### src/logic/nuc_pkg.sv
// Constants, types and state layout for the non-volatile memory unlock controller
// =====================================================================
// Notes on behaviour
// - Only a 0x55 then 0xAA key write, then setting op_go, starts an operation.
// - Operation address is nvm_addr_high bits 23:16 joined with nvm_addr_low 15:0.
// - Data EEPROM supports single-word and 16-word block read and write; reads here are single-word table reads only.
// - Data EEPROM spans 0x7FF000 to 0x7FFFFE, reached by table low accesses.
// - EEPROM write lasts about 2 ms; completion comes from array status.
// - CPU keeps running during EEPROM cycles; software waits before the next.
// - EEPROM reads during an erase or program cycle return unspecified data.
// - Software can set op_go but never clear it; hardware clears it.
// - op_permit clears at power-up; while clear no write may start.
// - External or watchdog reset during a write sets op_abort_flag; address kept.
// - Hardware never clears op_permit; only software writes change it.
// - Clearing op_permit after start does not affect the running cycle.
// - op_go sets only if op_permit was set by an earlier write.
// - Completion clears op_go and sets op_done_flag until software clears it.
// - Block erase: address points at block, control loaded with block-erase code.
// - Word erase: control loaded with word-erase code, then unlock and op_go.
// - Word update: erase, load write latch by table write, program, wait done.
// - Program-flash operation lasts nominally 2 ms and stalls the processor.
// - Address registers capture the last table instruction address; writable too.
// - EEPROM word program uses 0x4004; block program after sixteen latches 0x400A.
// - Write latches hold 32 words loaded in order from a 32-word boundary.
package nuc_pkg;

    // =================================================================
    // Register indices; the byte address is four times the index
    localparam logic [11:0] IDX_CTL = 12'h760;
    localparam logic [11:0] IDX_ADRL = 12'h762;
    localparam logic [11:0] IDX_ADRH = 12'h764;
    localparam logic [11:0] IDX_KEY = 12'h766;
    localparam logic [11:0] IDX_STAT = 12'h768;

    // =================================================================
    // Control register fields
    localparam int BIT_GO = 15;
    localparam int BIT_PERMIT = 14;
    localparam int BIT_ABORT = 13;
    localparam int BIT_TIMING_OPTION_BIT = 8;
    localparam int OPSEL_W = 7;
    localparam logic [15:0] CTL_RESET = 16'h0000;

    // Status register fields
    localparam int STAT_DONE = 0;
    localparam int STAT_BUSY = 1;
    localparam int STAT_EEPROM = 2;
    localparam int STAT_OVERDUE = 3;

    // =================================================================
    // Keys and operation codes (low seven bits of the control word)
    localparam logic [7:0] KEY_FIRST = 8'h55;
    localparam logic [7:0] KEY_SECOND = 8'hAA;
    localparam logic [6:0] OP_FLASH_ROW_ERASE = 7'h41;
    localparam logic [6:0] OP_EE_BLOCK_ERASE = 7'h45;
    localparam logic [6:0] OP_EE_WORD_ERASE = 7'h44;
    localparam logic [6:0] OP_EE_WORD_PROG = 7'h04;
    localparam logic [6:0] OP_EE_BLOCK_PROG = 7'h0A;
    localparam logic [3:0] OP_FLASH_NIBBLE = 4'h1;

    // =================================================================
    // Memory geometry
    localparam int ADDR_W = 24;
    localparam int LAT_N = 32;
    localparam int LAT_IW = 5;
    localparam logic [23:0] EE_FIRST = 24'h7FF000;
    localparam logic [23:0] EE_LAST = 24'h7FFFFE;

    // =================================================================
    // Timing
    localparam int CLK_PERIOD_NS = 10;
    localparam int OP_NOM_TIME_NS = 2000000;
    localparam int OP_NOM_CYC = OP_NOM_TIME_NS / CLK_PERIOD_NS;
    localparam int CNT_W = 20;

    typedef enum logic [3:0] {
        ST_IDLE = 4'h1,
        ST_KEY1 = 4'h2,
        ST_ARMED = 4'h4,
        ST_BUSY = 4'h8
    } nuc_state_t;

    typedef struct packed {
        logic go;
        logic permit;
        logic abort;
        logic timing_option_bit;
        logic [OPSEL_W-1:0] op_sel;
    } nuc_ctl_t;

    typedef struct packed {
        nuc_state_t st;
        nuc_ctl_t ctl;
        logic [ADDR_W-1:0] addr;
        logic done;
        logic ack;
        logic [31:0] rdat;
        logic start;
        logic kill;
        logic stall;
        logic [LAT_N-1:0][15:0] lat;
        logic [15:0] lat_q;
        logic [15:0] trd;
        logic trv;
        logic rdpend;
        logic [CNT_W-1:0] cnt;
        logic overdue;
    } nuc_regs_t;

endpackage : nuc_pkg
### src/logic/nuc_ctrl.sv
// Unlock gate, control registers and write latches for flash and data EEPROM
//
// Register access over Wishbone was chosen for this implementation.
`timescale 1ns/1ns
`default_nettype none
module nuc_ctrl import nuc_pkg::*; #(
    parameter int unsigned OP_NOM_CYCLES = OP_NOM_CYC
) (
    // Clock and reset
    input wire logic clk,
    input wire logic rst,
    // Wishbone classic slave
    input wire logic wb_cyc_i,
    input wire logic wb_stb_i,
    input wire logic wb_we_i,
    input wire logic [15:0] wb_adr_i,
    input wire logic [3:0] wb_sel_i,
    input wire logic [31:0] wb_dat_i,
    output logic wb_ack_o,
    output logic [31:0] wb_dat_o,
    // CPU table instruction port
    input wire logic tbl_req,
    input wire logic tbl_we,
    input wire logic [ADDR_W-1:0] tbl_addr,
    input wire logic [15:0] tbl_wdata,
    output logic [15:0] tbl_rdata,
    output logic tbl_rvalid,
    output logic cpu_stall,
    // Device reset events that may interrupt a write
    input wire logic ext_master_reset,
    input wire logic watchdog_timeout,
    // Array side
    input wire logic arr_done,
    input wire logic [15:0] arr_rdata,
    input wire logic [LAT_IW-1:0] arr_lat_idx,
    output logic arr_start,
    output logic arr_abort,
    output logic [OPSEL_W-1:0] arr_op,
    output logic [ADDR_W-1:0] arr_addr,
    output logic [15:0] arr_lat_data,
    output logic op_done_flag
);

    // =================================================================
    // State
    nuc_regs_t r;
    nuc_regs_t nx;

    logic acc;
    logic acc_wr;
    logic [11:0] idx;
    logic [15:0] lane_m;
    logic [15:0] ctl_old;
    logic [15:0] ctl_wr;
    logic abort_evt;
    logic is_flash;
    logic in_ee;
    logic [15:0] stat_word;

    assign acc = wb_cyc_i && wb_stb_i && !r.ack;
    assign acc_wr = acc && wb_we_i;
    assign idx = wb_adr_i[13:2];
    assign lane_m = {{8{wb_sel_i[1]}}, {8{wb_sel_i[0]}}};
    assign ctl_old = {r.ctl.go, r.ctl.permit, r.ctl.abort, 4'h0, r.ctl.timing_option_bit, 1'b0, r.ctl.op_sel};
    assign ctl_wr = (ctl_old & ~lane_m) | (wb_dat_i[15:0] & lane_m);
    assign abort_evt = ext_master_reset || watchdog_timeout;
    assign is_flash = (r.ctl.op_sel[3:0] == OP_FLASH_NIBBLE);
    assign in_ee = (r.addr >= EE_FIRST) && (r.addr <= EE_LAST);
    assign stat_word = {12'h000, r.overdue, in_ee, r.ctl.go, r.done};

    // =================================================================
    // Next state
    always_comb begin
        nx = r;
        nx.ack = acc;
        nx.start = 1'b0;
        nx.kill = 1'b0;
        nx.trv = 1'b0;
        nx.rdpend = 1'b0;
        nx.lat_q = r.lat[arr_lat_idx];

        // Register reads; unmapped addresses answer zero
        if (acc) begin
            case (idx)
                IDX_CTL: nx.rdat = {16'h0000, ctl_old};
                IDX_ADRL: nx.rdat = {16'h0000, r.addr[15:0]};
                IDX_ADRH: nx.rdat = {24'h000000, r.addr[23:16]};
                IDX_STAT: nx.rdat = {16'h0000, stat_word};
                default: nx.rdat = 32'h00000000;
            endcase
        end

        // Unlock sequence; any access out of order drops it
        if (acc && r.st != ST_BUSY) begin
            nx.st = ST_IDLE;
            if (acc_wr && idx == IDX_KEY && wb_sel_i[0]) begin
                if (wb_dat_i[7:0] == KEY_FIRST) begin
                    nx.st = ST_KEY1;
                end else if (wb_dat_i[7:0] == KEY_SECOND && r.st == ST_KEY1) begin
                    nx.st = ST_ARMED;
                end
            end
        end

        // Software writes to address registers
        if (acc_wr && idx == IDX_ADRL) begin
            nx.addr[15:0] = (r.addr[15:0] & ~lane_m) | (wb_dat_i[15:0] & lane_m);
        end
        if (acc_wr && idx == IDX_ADRH && wb_sel_i[0]) begin
            nx.addr[23:16] = wb_dat_i[7:0];
        end

        // Control register write
        if (acc_wr && idx == IDX_CTL) begin
            nx.ctl.permit = ctl_wr[BIT_PERMIT];
            // Hardware sets this flag; software may clear it unless it sets now
            nx.ctl.abort = ctl_wr[BIT_ABORT];
            if (r.st != ST_BUSY) begin
                // Op select frozen mid-cycle so the array sees a steady code
                nx.ctl.timing_option_bit = ctl_wr[BIT_TIMING_OPTION_BIT];
                nx.ctl.op_sel = ctl_wr[OPSEL_W-1:0];
            end
            // Old permit is used, so one write setting both cannot start
            if (r.st == ST_ARMED && ctl_wr[BIT_GO] && r.ctl.permit && wb_sel_i[1]) begin
                nx.ctl.go = 1'b1;
                nx.st = ST_BUSY;
                nx.start = 1'b1;
                nx.cnt = '0;
                nx.overdue = 1'b0;
            end
        end

        // Done flag lives in the status register, write one to clear
        if (acc_wr && idx == IDX_STAT && wb_sel_i[0] && wb_dat_i[STAT_DONE]) begin
            nx.done = 1'b0;
        end

        // Table instructions: capture address, load latches, read data
        if (tbl_req) begin
            nx.addr = tbl_addr;
            if (tbl_we) begin
                nx.lat[tbl_addr[LAT_IW:1]] = tbl_wdata;
            end else begin
                nx.rdpend = 1'b1;
            end
        end
        if (r.rdpend) begin
            // Data read mid-cycle is unspecified; zero is returned
            nx.trd = r.ctl.go ? 16'h0000 : arr_rdata;
            nx.trv = 1'b1;
        end

        // Running cycle: completion comes from the array, not a count
        if (r.st == ST_BUSY) begin
            if (r.cnt != '1) begin
                nx.cnt = r.cnt + 1'b1;
            end
            if (32'(r.cnt) >= OP_NOM_CYCLES) begin
                nx.overdue = 1'b1;
            end
            if (abort_evt) begin
                nx.ctl.go = 1'b0;
                nx.ctl.abort = 1'b1;
                nx.kill = 1'b1;
                nx.st = ST_IDLE;
            end else if (arr_done) begin
                nx.ctl.go = 1'b0;
                nx.done = 1'b1;
                nx.st = ST_IDLE;
            end
        end else if (abort_evt) begin
            nx.st = ST_IDLE;
        end

        // Flash cycles hold the processor; EEPROM cycles leave it running.
        // The code in force next cycle is used, so a go write that also
        // changes the code stalls from its first busy cycle.
        nx.stall = nx.ctl.go && (nx.ctl.op_sel[3:0] == OP_FLASH_NIBBLE);
    end

    // =================================================================
    // Registers
    always_ff @(posedge clk) begin
        if (rst) begin
            r <= '0;
            r.st <= ST_IDLE;
        end else begin
            r <= nx;
        end
    end

    assign wb_ack_o = r.ack;
    assign wb_dat_o = r.rdat;
    assign tbl_rdata = r.trd;
    assign tbl_rvalid = r.trv;
    assign cpu_stall = r.stall;
    assign arr_start = r.start;
    assign arr_abort = r.kill;
    assign arr_op = r.ctl.op_sel;
    assign arr_addr = r.addr;
    assign arr_lat_data = r.lat_q;
    assign op_done_flag = r.done;

    // =================================================================
    // Assertions
    logic ctl_wr_q;
    always_ff @(posedge clk) begin
        if (rst) begin
            ctl_wr_q <= 1'b0;
        end else begin
            ctl_wr_q <= acc_wr && idx == IDX_CTL;
        end
    end

    go_unlock_a: assert property (@(posedge clk) disable iff (rst)
        $rose(r.ctl.go) |-> $past(r.st == ST_ARMED) && arr_start)
        else $error("operation started without full unlock");

    key_order_a: assert property (@(posedge clk) disable iff (rst)
        $rose(r.st == ST_ARMED) |-> $past(r.st == ST_KEY1) && $past(acc_wr))
        else $error("armed without first key just before");

    go_sticky_a: assert property (@(posedge clk) disable iff (rst)
        r.ctl.go && !arr_done && !abort_evt |=> r.ctl.go)
        else $error("op_go cleared before completion");

    permit_gate_a: assert property (@(posedge clk) disable iff (rst)
        $rose(r.ctl.go) |-> $past(r.ctl.permit, 2))
        else $error("op_go set without earlier permit");

    done_sets_a: assert property (@(posedge clk) disable iff (rst)
        r.ctl.go && arr_done && !abort_evt |=> !r.ctl.go && op_done_flag ##1 !r.ctl.go)
        else $error("completion did not clear op_go and set done");

    abort_keep_a: assert property (@(posedge clk) disable iff (rst)
        r.ctl.go && abort_evt && !tbl_req && !acc_wr |=> r.ctl.abort && arr_abort
        && !r.ctl.go && $stable(arr_addr))
        else $error("interrupted write not flagged or address lost");

    permit_sw_a: assert property (@(posedge clk) disable iff (rst)
        $changed(r.ctl.permit) |-> ctl_wr_q)
        else $error("op_permit changed without a software write");

    stall_flash_a: assert property (@(posedge clk) disable iff (rst)
        $rose(r.ctl.go) && is_flash |-> cpu_stall)
        else $error("flash cycle did not stall the processor");

    read_busy_a: assert property (@(posedge clk) disable iff (rst)
        tbl_rvalid && $past(r.ctl.go) |-> tbl_rdata == 16'h0000)
        else $error("read during cycle returned array data");

    addr_cap_a: assert property (@(posedge clk) disable iff (rst)
        tbl_req |=> arr_addr == $past(tbl_addr))
        else $error("table address not captured");

    wb_ack_a: assert property (@(posedge clk) disable iff (rst)
        wb_cyc_i && wb_stb_i && !wb_ack_o |=> wb_ack_o ##1 !wb_ack_o)
        else $error("bus answer not a single cycle");

    start_cov: cover property (@(posedge clk) disable iff (rst)
        r.st == ST_ARMED ##1 arr_start);
    done_cov: cover property (@(posedge clk) disable iff (rst)
        r.ctl.go ##1 op_done_flag && !r.ctl.go);
    abort_cov: cover property (@(posedge clk) disable iff (rst)
        arr_abort);
    break_cov: cover property (@(posedge clk) disable iff (rst)
        r.st == ST_KEY1 ##1 r.st == ST_IDLE);

endmodule : nuc_ctrl
`default_nettype wire

### config.mk
export PLATFORM = sky130hd
export DESIGN_NAME = nuc_ctrl
export DESIGN_NICKNAME = d
export VERILOG_FILES = /design/src/logic/nuc_pkg.sv /design/src/logic/nuc_ctrl.sv
export SDC_FILE = /design/constraint.sdc
export NUM_CORES = 1
export LEC_CHECK = 0
export ABC_AREA = 0
export BUFFER_PORTS_ARGS = -buffer_cell sky130_fd_sc_hd__buf_2
export CAP_MARGIN = 20
export CORE_MARGIN = 2
export CORE_UTILIZATION = 40
export DETAILED_ROUTE_END_ITERATION = 7
export SLEW_MARGIN = 5
export SYNTH_ARGS = -nofsm -noshare
export SYNTH_HDL_FRONTEND = slang
export SYNTH_SLANG_ARGS = --single-unit
export TNS_END_PERCENT = 20
### constraint.sdc
create_clock -name clk -period 2.65 [get_ports clk]
set_input_delay 0.795 -clock clk [delete_from_list [all_inputs] [get_ports clk]]
set_output_delay 0.795 -clock clk [all_outputs]
set_load 0.01 [all_outputs]
==> out/qor.yml, run 1 <==
sta:
  post-route-period-util: 0.869
  setup_viol: 0
  achievable-frequency_mhz: 434
  period_needed_ns: 2.30
  rsz0062_at_grt: "no"
  drv_slew: 0
  skew_ns: 0.0127
  setup_ws_ns: 0.347
  hold_viol: 0
  hold_ws_ns: 0.417
  relSlewSlack: 0.236
  worst_pin_slew_ns: 1.15
job:
  drv_cap: 0
critical_path:
  max_stage_delay_ns: 0.76
  endpoint_kind: "flip-flop"
  critPathKind: "reg -> reg"
  critPathMostFrequentCell: "and4_1"
  arrival_ns: 2.85
  crit_fanout: 12
  start_kind: "flip-flop"
  cp.required_ns: 3.20
  cp.buffers_inverters: 0
  cp_cell_sequence: "ha_1 -> and4_1 -> and4_1 -> a21oi_1 -> and3_1 -> a211o_1"
  cpMaxStageDelayCell: "a21oi_1"
  cp_top_family: "compound AO/OA/AOI/OAI gates"
yosys:
  synth_ff_type: "dfxtp_1"
  netlist_area_mm2: 0.0278
  ys_types: 67
  postSynthCellCount: 3005
  ys_async_sr_fraction: 0
  yosys_warnings: 0
  synth_top_area_share: 0.452
  synth_edf_count: 0
  syn_avg_cell_area_um2: 9.25
  synth_most_common_cell: "dfxtp_1"
  synth_area_leaders: "dfxtp_1 45%, mux2i_1 11%, mux4_2 10%"
  yosysSeqAreaShare: 0.452
  synth_area_leader_cell: "dfxtp_1"
  ys_ff_latch: 627
  ys_top_cells_by_count: "627 x dfxtp_1, 461 x nand2_1, 399 x nor2_1"
place:
  port-buffer-count: 185
  gp_congestion: 0.930
  placed_cell_area_mm2: 0.0298
  dp_slack_ns: -0.136
  dp_hpwl_um: 55000
route:
  wl_met1_um: 37300
  vias: 22500
  wl_met3_um: 5960
  viasPerCell: 5.56
  met2WireLength_um: 39400
  top_layer: "met5"
  drc: 0
  ant_nets: 0
  drt_wl_total_um: 85000
  wl_per_cell_um: 21.0
  first_pass_iters: 5
  drt_iter0_drc: 2156
power_and_ir_drop:
  peakVddDrop_uv: 447
  p_leak_uw: 0.0118
  powerDensity_mw_per_mm2: 631
  totalPowerFinal_uw: 20200
clocking:
  cts_buffers: 66
  clock-sinks: 627
  clock_latency_ns: 0.61
  holdBufCountCts: 0
  cts_buffer_depth: 3
  h-tree-depth: 3
  postCtsSetupRepairBufs: 0
  post_cts_resized: 0
  cts_tree: "done"
  clk_pin_slew_ns: 0.06
  cts_root_buffer: "clkbuf_16"
run_status:
  status: "finished clean"
grt:
  grt_use_total: 0.232
  grt_max_degree: 250
  grt_overflow: 0
  grt_pass1_vias: 21300
  grt_pass1_wl_um: 127000
  antenna_found_initial: 4
finish:
  drive_gt1_frac: 0.192
  syn_to_final_growth_pct: 14.9
  final_core_util: 0.465
  fin_nets: 3193
  final_cell_area_mm2: 0.0319
hold_path:
  hold_path.class: "in -> reg"
floorplan:
  die_h_um: 268
  core_mm2: 0.0687
  die_w_um: 268
  start_util: 0.404
  pin_count: 224
  rows: 96
  dieArea_mm2: 0.0716
## where the power goes
group | internal, µW | switching [µW]
clock | 5480 | 3810
sequential | 9500 | 78.2
combinational | 419 | 866
## placed cells by master (no fill, tap or decap), types with 16 or more instances in the layout
master	instances
mux2i_1	300
a22o_1	18
buf_12	33
conb_1	16
a22oi_1	33
o22ai_1	29
nor2b_1	27
a21oi_1	277
dfxtp_1	627
clkbuf_16	69
nand3_1	121
buf_2	182
mux4_2	128
nor2_1	389
nand2_1	461
nor3_1	44
nand4_1	18
buf_4	114
## metrics by stage
stage | setup TNS [ns] | instances
after floorplan | 0 | 3020
after global placement | -3.46 | 3929
after detailed placement | -0.736 | 3929
after CTS | 0 | 4041
after global routing | 0 | 4043
final | 0 | 4045
## logic make-up (layout without fill, tap and decap cells)
group / Yosys count / in the layout / share of synthesized area
other cells: 1 / 18 / 0.000135
fa+ha+maj: 2 / 2 / 0.000901
xor+xnor: 1 / 1 / 0.000315
mux: 437 / 437 / 0.215
compound gates: 423 / 423 / 0.0893
buf+inv: 361 / 453 / 0.0640
flops: 627 / 627 / 0.452
simple gates: 1153 / 1153 / 0.178
## final timing paths
check                      start                    endpoint  slack, ns  cells past startpoint
min                arr_rdata[12]  tbl_rdata[12]$_SDFFE_PP0P_       0.42                      3
max              r[1]$_SDFF_PP0_             r[4]$_SDFF_PP0_       0.35                      6
max reg2reg      r[1]$_SDFF_PP0_             r[4]$_SDFF_PP0_       0.35                      6
min reg2reg  r[298]$_SDFFE_PP0P_         r[298]$_SDFFE_PP0P_       0.45                      2
## flip-flops by register name (all words and copies together) (netlist names), named ones only
register      flops
wb_dat_o         16
tbl_rvalid        1
arr_addr          8
cpu_stall         1
ctl_old           2
wb_ack_o          1
arr_lat_data     16
op_done_flag      1
arr_start         1
r               538
arr_abort         1
tbl_rdata        16
arr_op            4
## routing by layer
layer  GRT usage  vias to the layer above
met5           0                        -
met2       0.372                      796
met3      0.0397                      137
met4      0.0740                        6
met1       0.318                    11100
li1            -                    10500
## worst min-delay path: cells and delay by family
family                 cells  cell delay, ns
and+or+nand+nor            1            0.07
buffers and inverters      1            0.08
AOI/OAI and AO/OA          1            0.05
## layout make-up
class,count,area [µm²]
timing repair buffer,332,2460
fill,6494,36800
multi-input combinational,2032,13600
clock inverter,17,196
clock buffer,95,1940
antenna,2,5.00
tap,931,1160
sequential,627,12600
inverter,9,33.8
No activity file was read; power rests on OpenSTA's default activity.
==> run 2, diff against run 1 <==
CORE_UTILIZATION = 41   (was 40)
==> run 2 against run 1 <==
Net effect: cell area increased by 1.4%; critical path depth unchanged; combinational power increased by 6%.
==> out/qor.yml, run 2 (synthesis gave the netlist of run 1 again) <==
finish:
  drive_gt1_frac: 0.204  # +0.0123
  largest_register_ffs: 538  # unchanged
  fin_nets: 3234  # +1.3%
  mostFrequentLayoutCells: "627 x dfxtp_1, 461 x nand2_1, 389 x nor2_1, 300 x mux2i_1, 277 x a21oi_1"
  top_register: "r"
  final_cell_area_mm2: 0.0324  # +1.4%
  final_common_cell: "dfxtp_1"
  syn_to_final_growth_pct: 16.5
floorplan:
  rows: 95  # -1.0%
  core_mm2: 0.0672  # -2.3%
  die_w_um: 264  # -1.2%
  start_util: 0.414  # +0.00932
  die_h_um: 264  # -1.2%
  pin_count: 224  # unchanged
  dieArea_mm2: 0.0699  # -2.4%
grt:
  grt_use_total: 0.241  # +0.00938
  antenna_found_initial: 5  # +1
  grt_overflow: 0  # unchanged
  grt_max_degree: 144  # -42%
  grt_pass1_vias: 22100  # +3.9%
  grt_pass1_wl_um: 131000  # +2.7%
clocking:
  clock_latency_ns: 0.62  # about the same
  clk_pin_slew_ns: 0.06  # about the same
  cts_root_buffer: "clkbuf_16"
  cts_tree: "done"
  postCtsSetupRepairBufs: 0  # unchanged
  cts_buffers: 70  # +6.1%
  holdBufCountCts: 0  # unchanged
  clock-sinks: 627  # unchanged
  post_cts_resized: 0  # unchanged
  cts_buffer_depth: 3  # unchanged
  h-tree-depth: 3  # unchanged
route:
  viasPerCell: 5.60  # +0.79%
  drt_iter0_drc: 2067  # -4.1%
  vias: 22600  # +0.54%
  wl_per_cell_um: 21.2  # +1.1%
  drc: 0  # unchanged
  drt_wl_total_um: 85700  # +0.83%
  first_pass_iters: 6  # +1
  ant_nets: 0  # unchanged
power_and_ir_drop:
  peakVddDrop_uv: 370  # -17%
  powerDensity_mw_per_mm2: 645  # +2.1%
  p_leak_uw: 0.0121  # +2.6%
run_status:
  status: "finished clean"
sta:
  setup_viol: 0  # unchanged
  skew_ns: 0.0279  # +0.0152 ns
  period_needed_ns: 2.24  # -0.0636 ns
  relSlewSlack: 0.355  # +0.118
  achievable-frequency_mhz: 447  # +2.8%
  worst_pin_slew_ns: 0.966  # -0.179 ns
  setup_ws_ns: 0.411  # +0.0636 ns
  rsz0062_at_grt: "no"
  post-route-period-util: 0.845  # -0.0240
  drv_slew: 0  # unchanged
  hold_viol: 0  # unchanged
place:
  port-buffer-count: 185  # unchanged
  gp_congestion: 0.949  # +2.0%
  dp_slack_ns: -0.106  # +0.0299 ns
  placed_cell_area_mm2: 0.0300  # +0.86%
  dp_hpwl_um: 56200  # +2.2%
critical_path:
  arrival_ns: 2.78  # -0.07 ns
  endpoint_kind: "flip-flop"
  cp.required_ns: 3.19  # about the same
  crit_fanout: 12  # unchanged
  start_kind: "flip-flop"
  critPathKind: "reg -> reg"
hold_path:
  hold_path.class: "in -> reg"
job:
  drv_cap: 0  # unchanged
## run 2: changes by cell type in the layout (fill, tap and decap cells not counted), sizes merged
| cell | change |
|---|---|
| clkbuf | +8 |
| bufinv | +1 |
| buf | +37 |
| inv | +2 |
## run 2: report_power, final
group          internal, µW  switching, µW
Sequential             9500           72.8
Combinational           461            901
Clock                  5980           3950
Total                 15900           4930
## run 2: routing by layer
metal  up-vias  track usage  wire length [µm]
li1      10500            -                 -
met3       166       0.0409              6180
met1     11100        0.324             37100
met4         6       0.0986              3100
met2       848        0.386             39300
met5         -            0                34
## run 2: critical path, cell delays in order, from the launching register on
cell	delay [ns]
dfxtp_1	0.35
ha_1	0.25
and4_1	0.26
and4_1	0.24
a21oi_1	0.70
and3_1	0.28
a211o_1	0.10
## run 2: worst paths after layout
kind	from	end	slack, ns	cells past startpoint
worst max-delay path	r[1]$_SDFF_PP0_	r[12]$_SDFF_PP0_	0.41	6
worst min-delay path	arr_rdata[12]	tbl_rdata[12]$_SDFFE_PP0P_	0.42	3
worst max register to register	r[1]$_SDFF_PP0_	r[12]$_SDFF_PP0_	0.41	6
worst min register to register	wb_dat_o[12]$_SDFFE_PP0N_	wb_dat_o[12]$_SDFFE_PP0N_	0.45	2
## run 2: area by class of cell
cell class,instances,area [µm²]
fillers,6231,34800
multi-input cells,2032,13600
flip-flops and latches,627,12600
repair buffers,369,2780
clock buffers,103,2100
well taps,873,1090
clock inverters,20,254
inverters,9,33.8
diodes,2,5.00
## run 2: metrics by stage
step           setup TNS, ns  hold slack (ns)  instances   util  total power (µW)
6_report                   0            0.416       4035  0.482             20900
2_1_floorplan              0            0.426       3020      -             10600
3_3_place_gp           -1.06            0.437       3910  0.447             11100
5_1_grt                    0            0.427       4035  0.482             21500
4_1_cts                    0            0.388       4033  0.482             21000
3_5_place_dp           -1.70            0.441       3910  0.447             11100
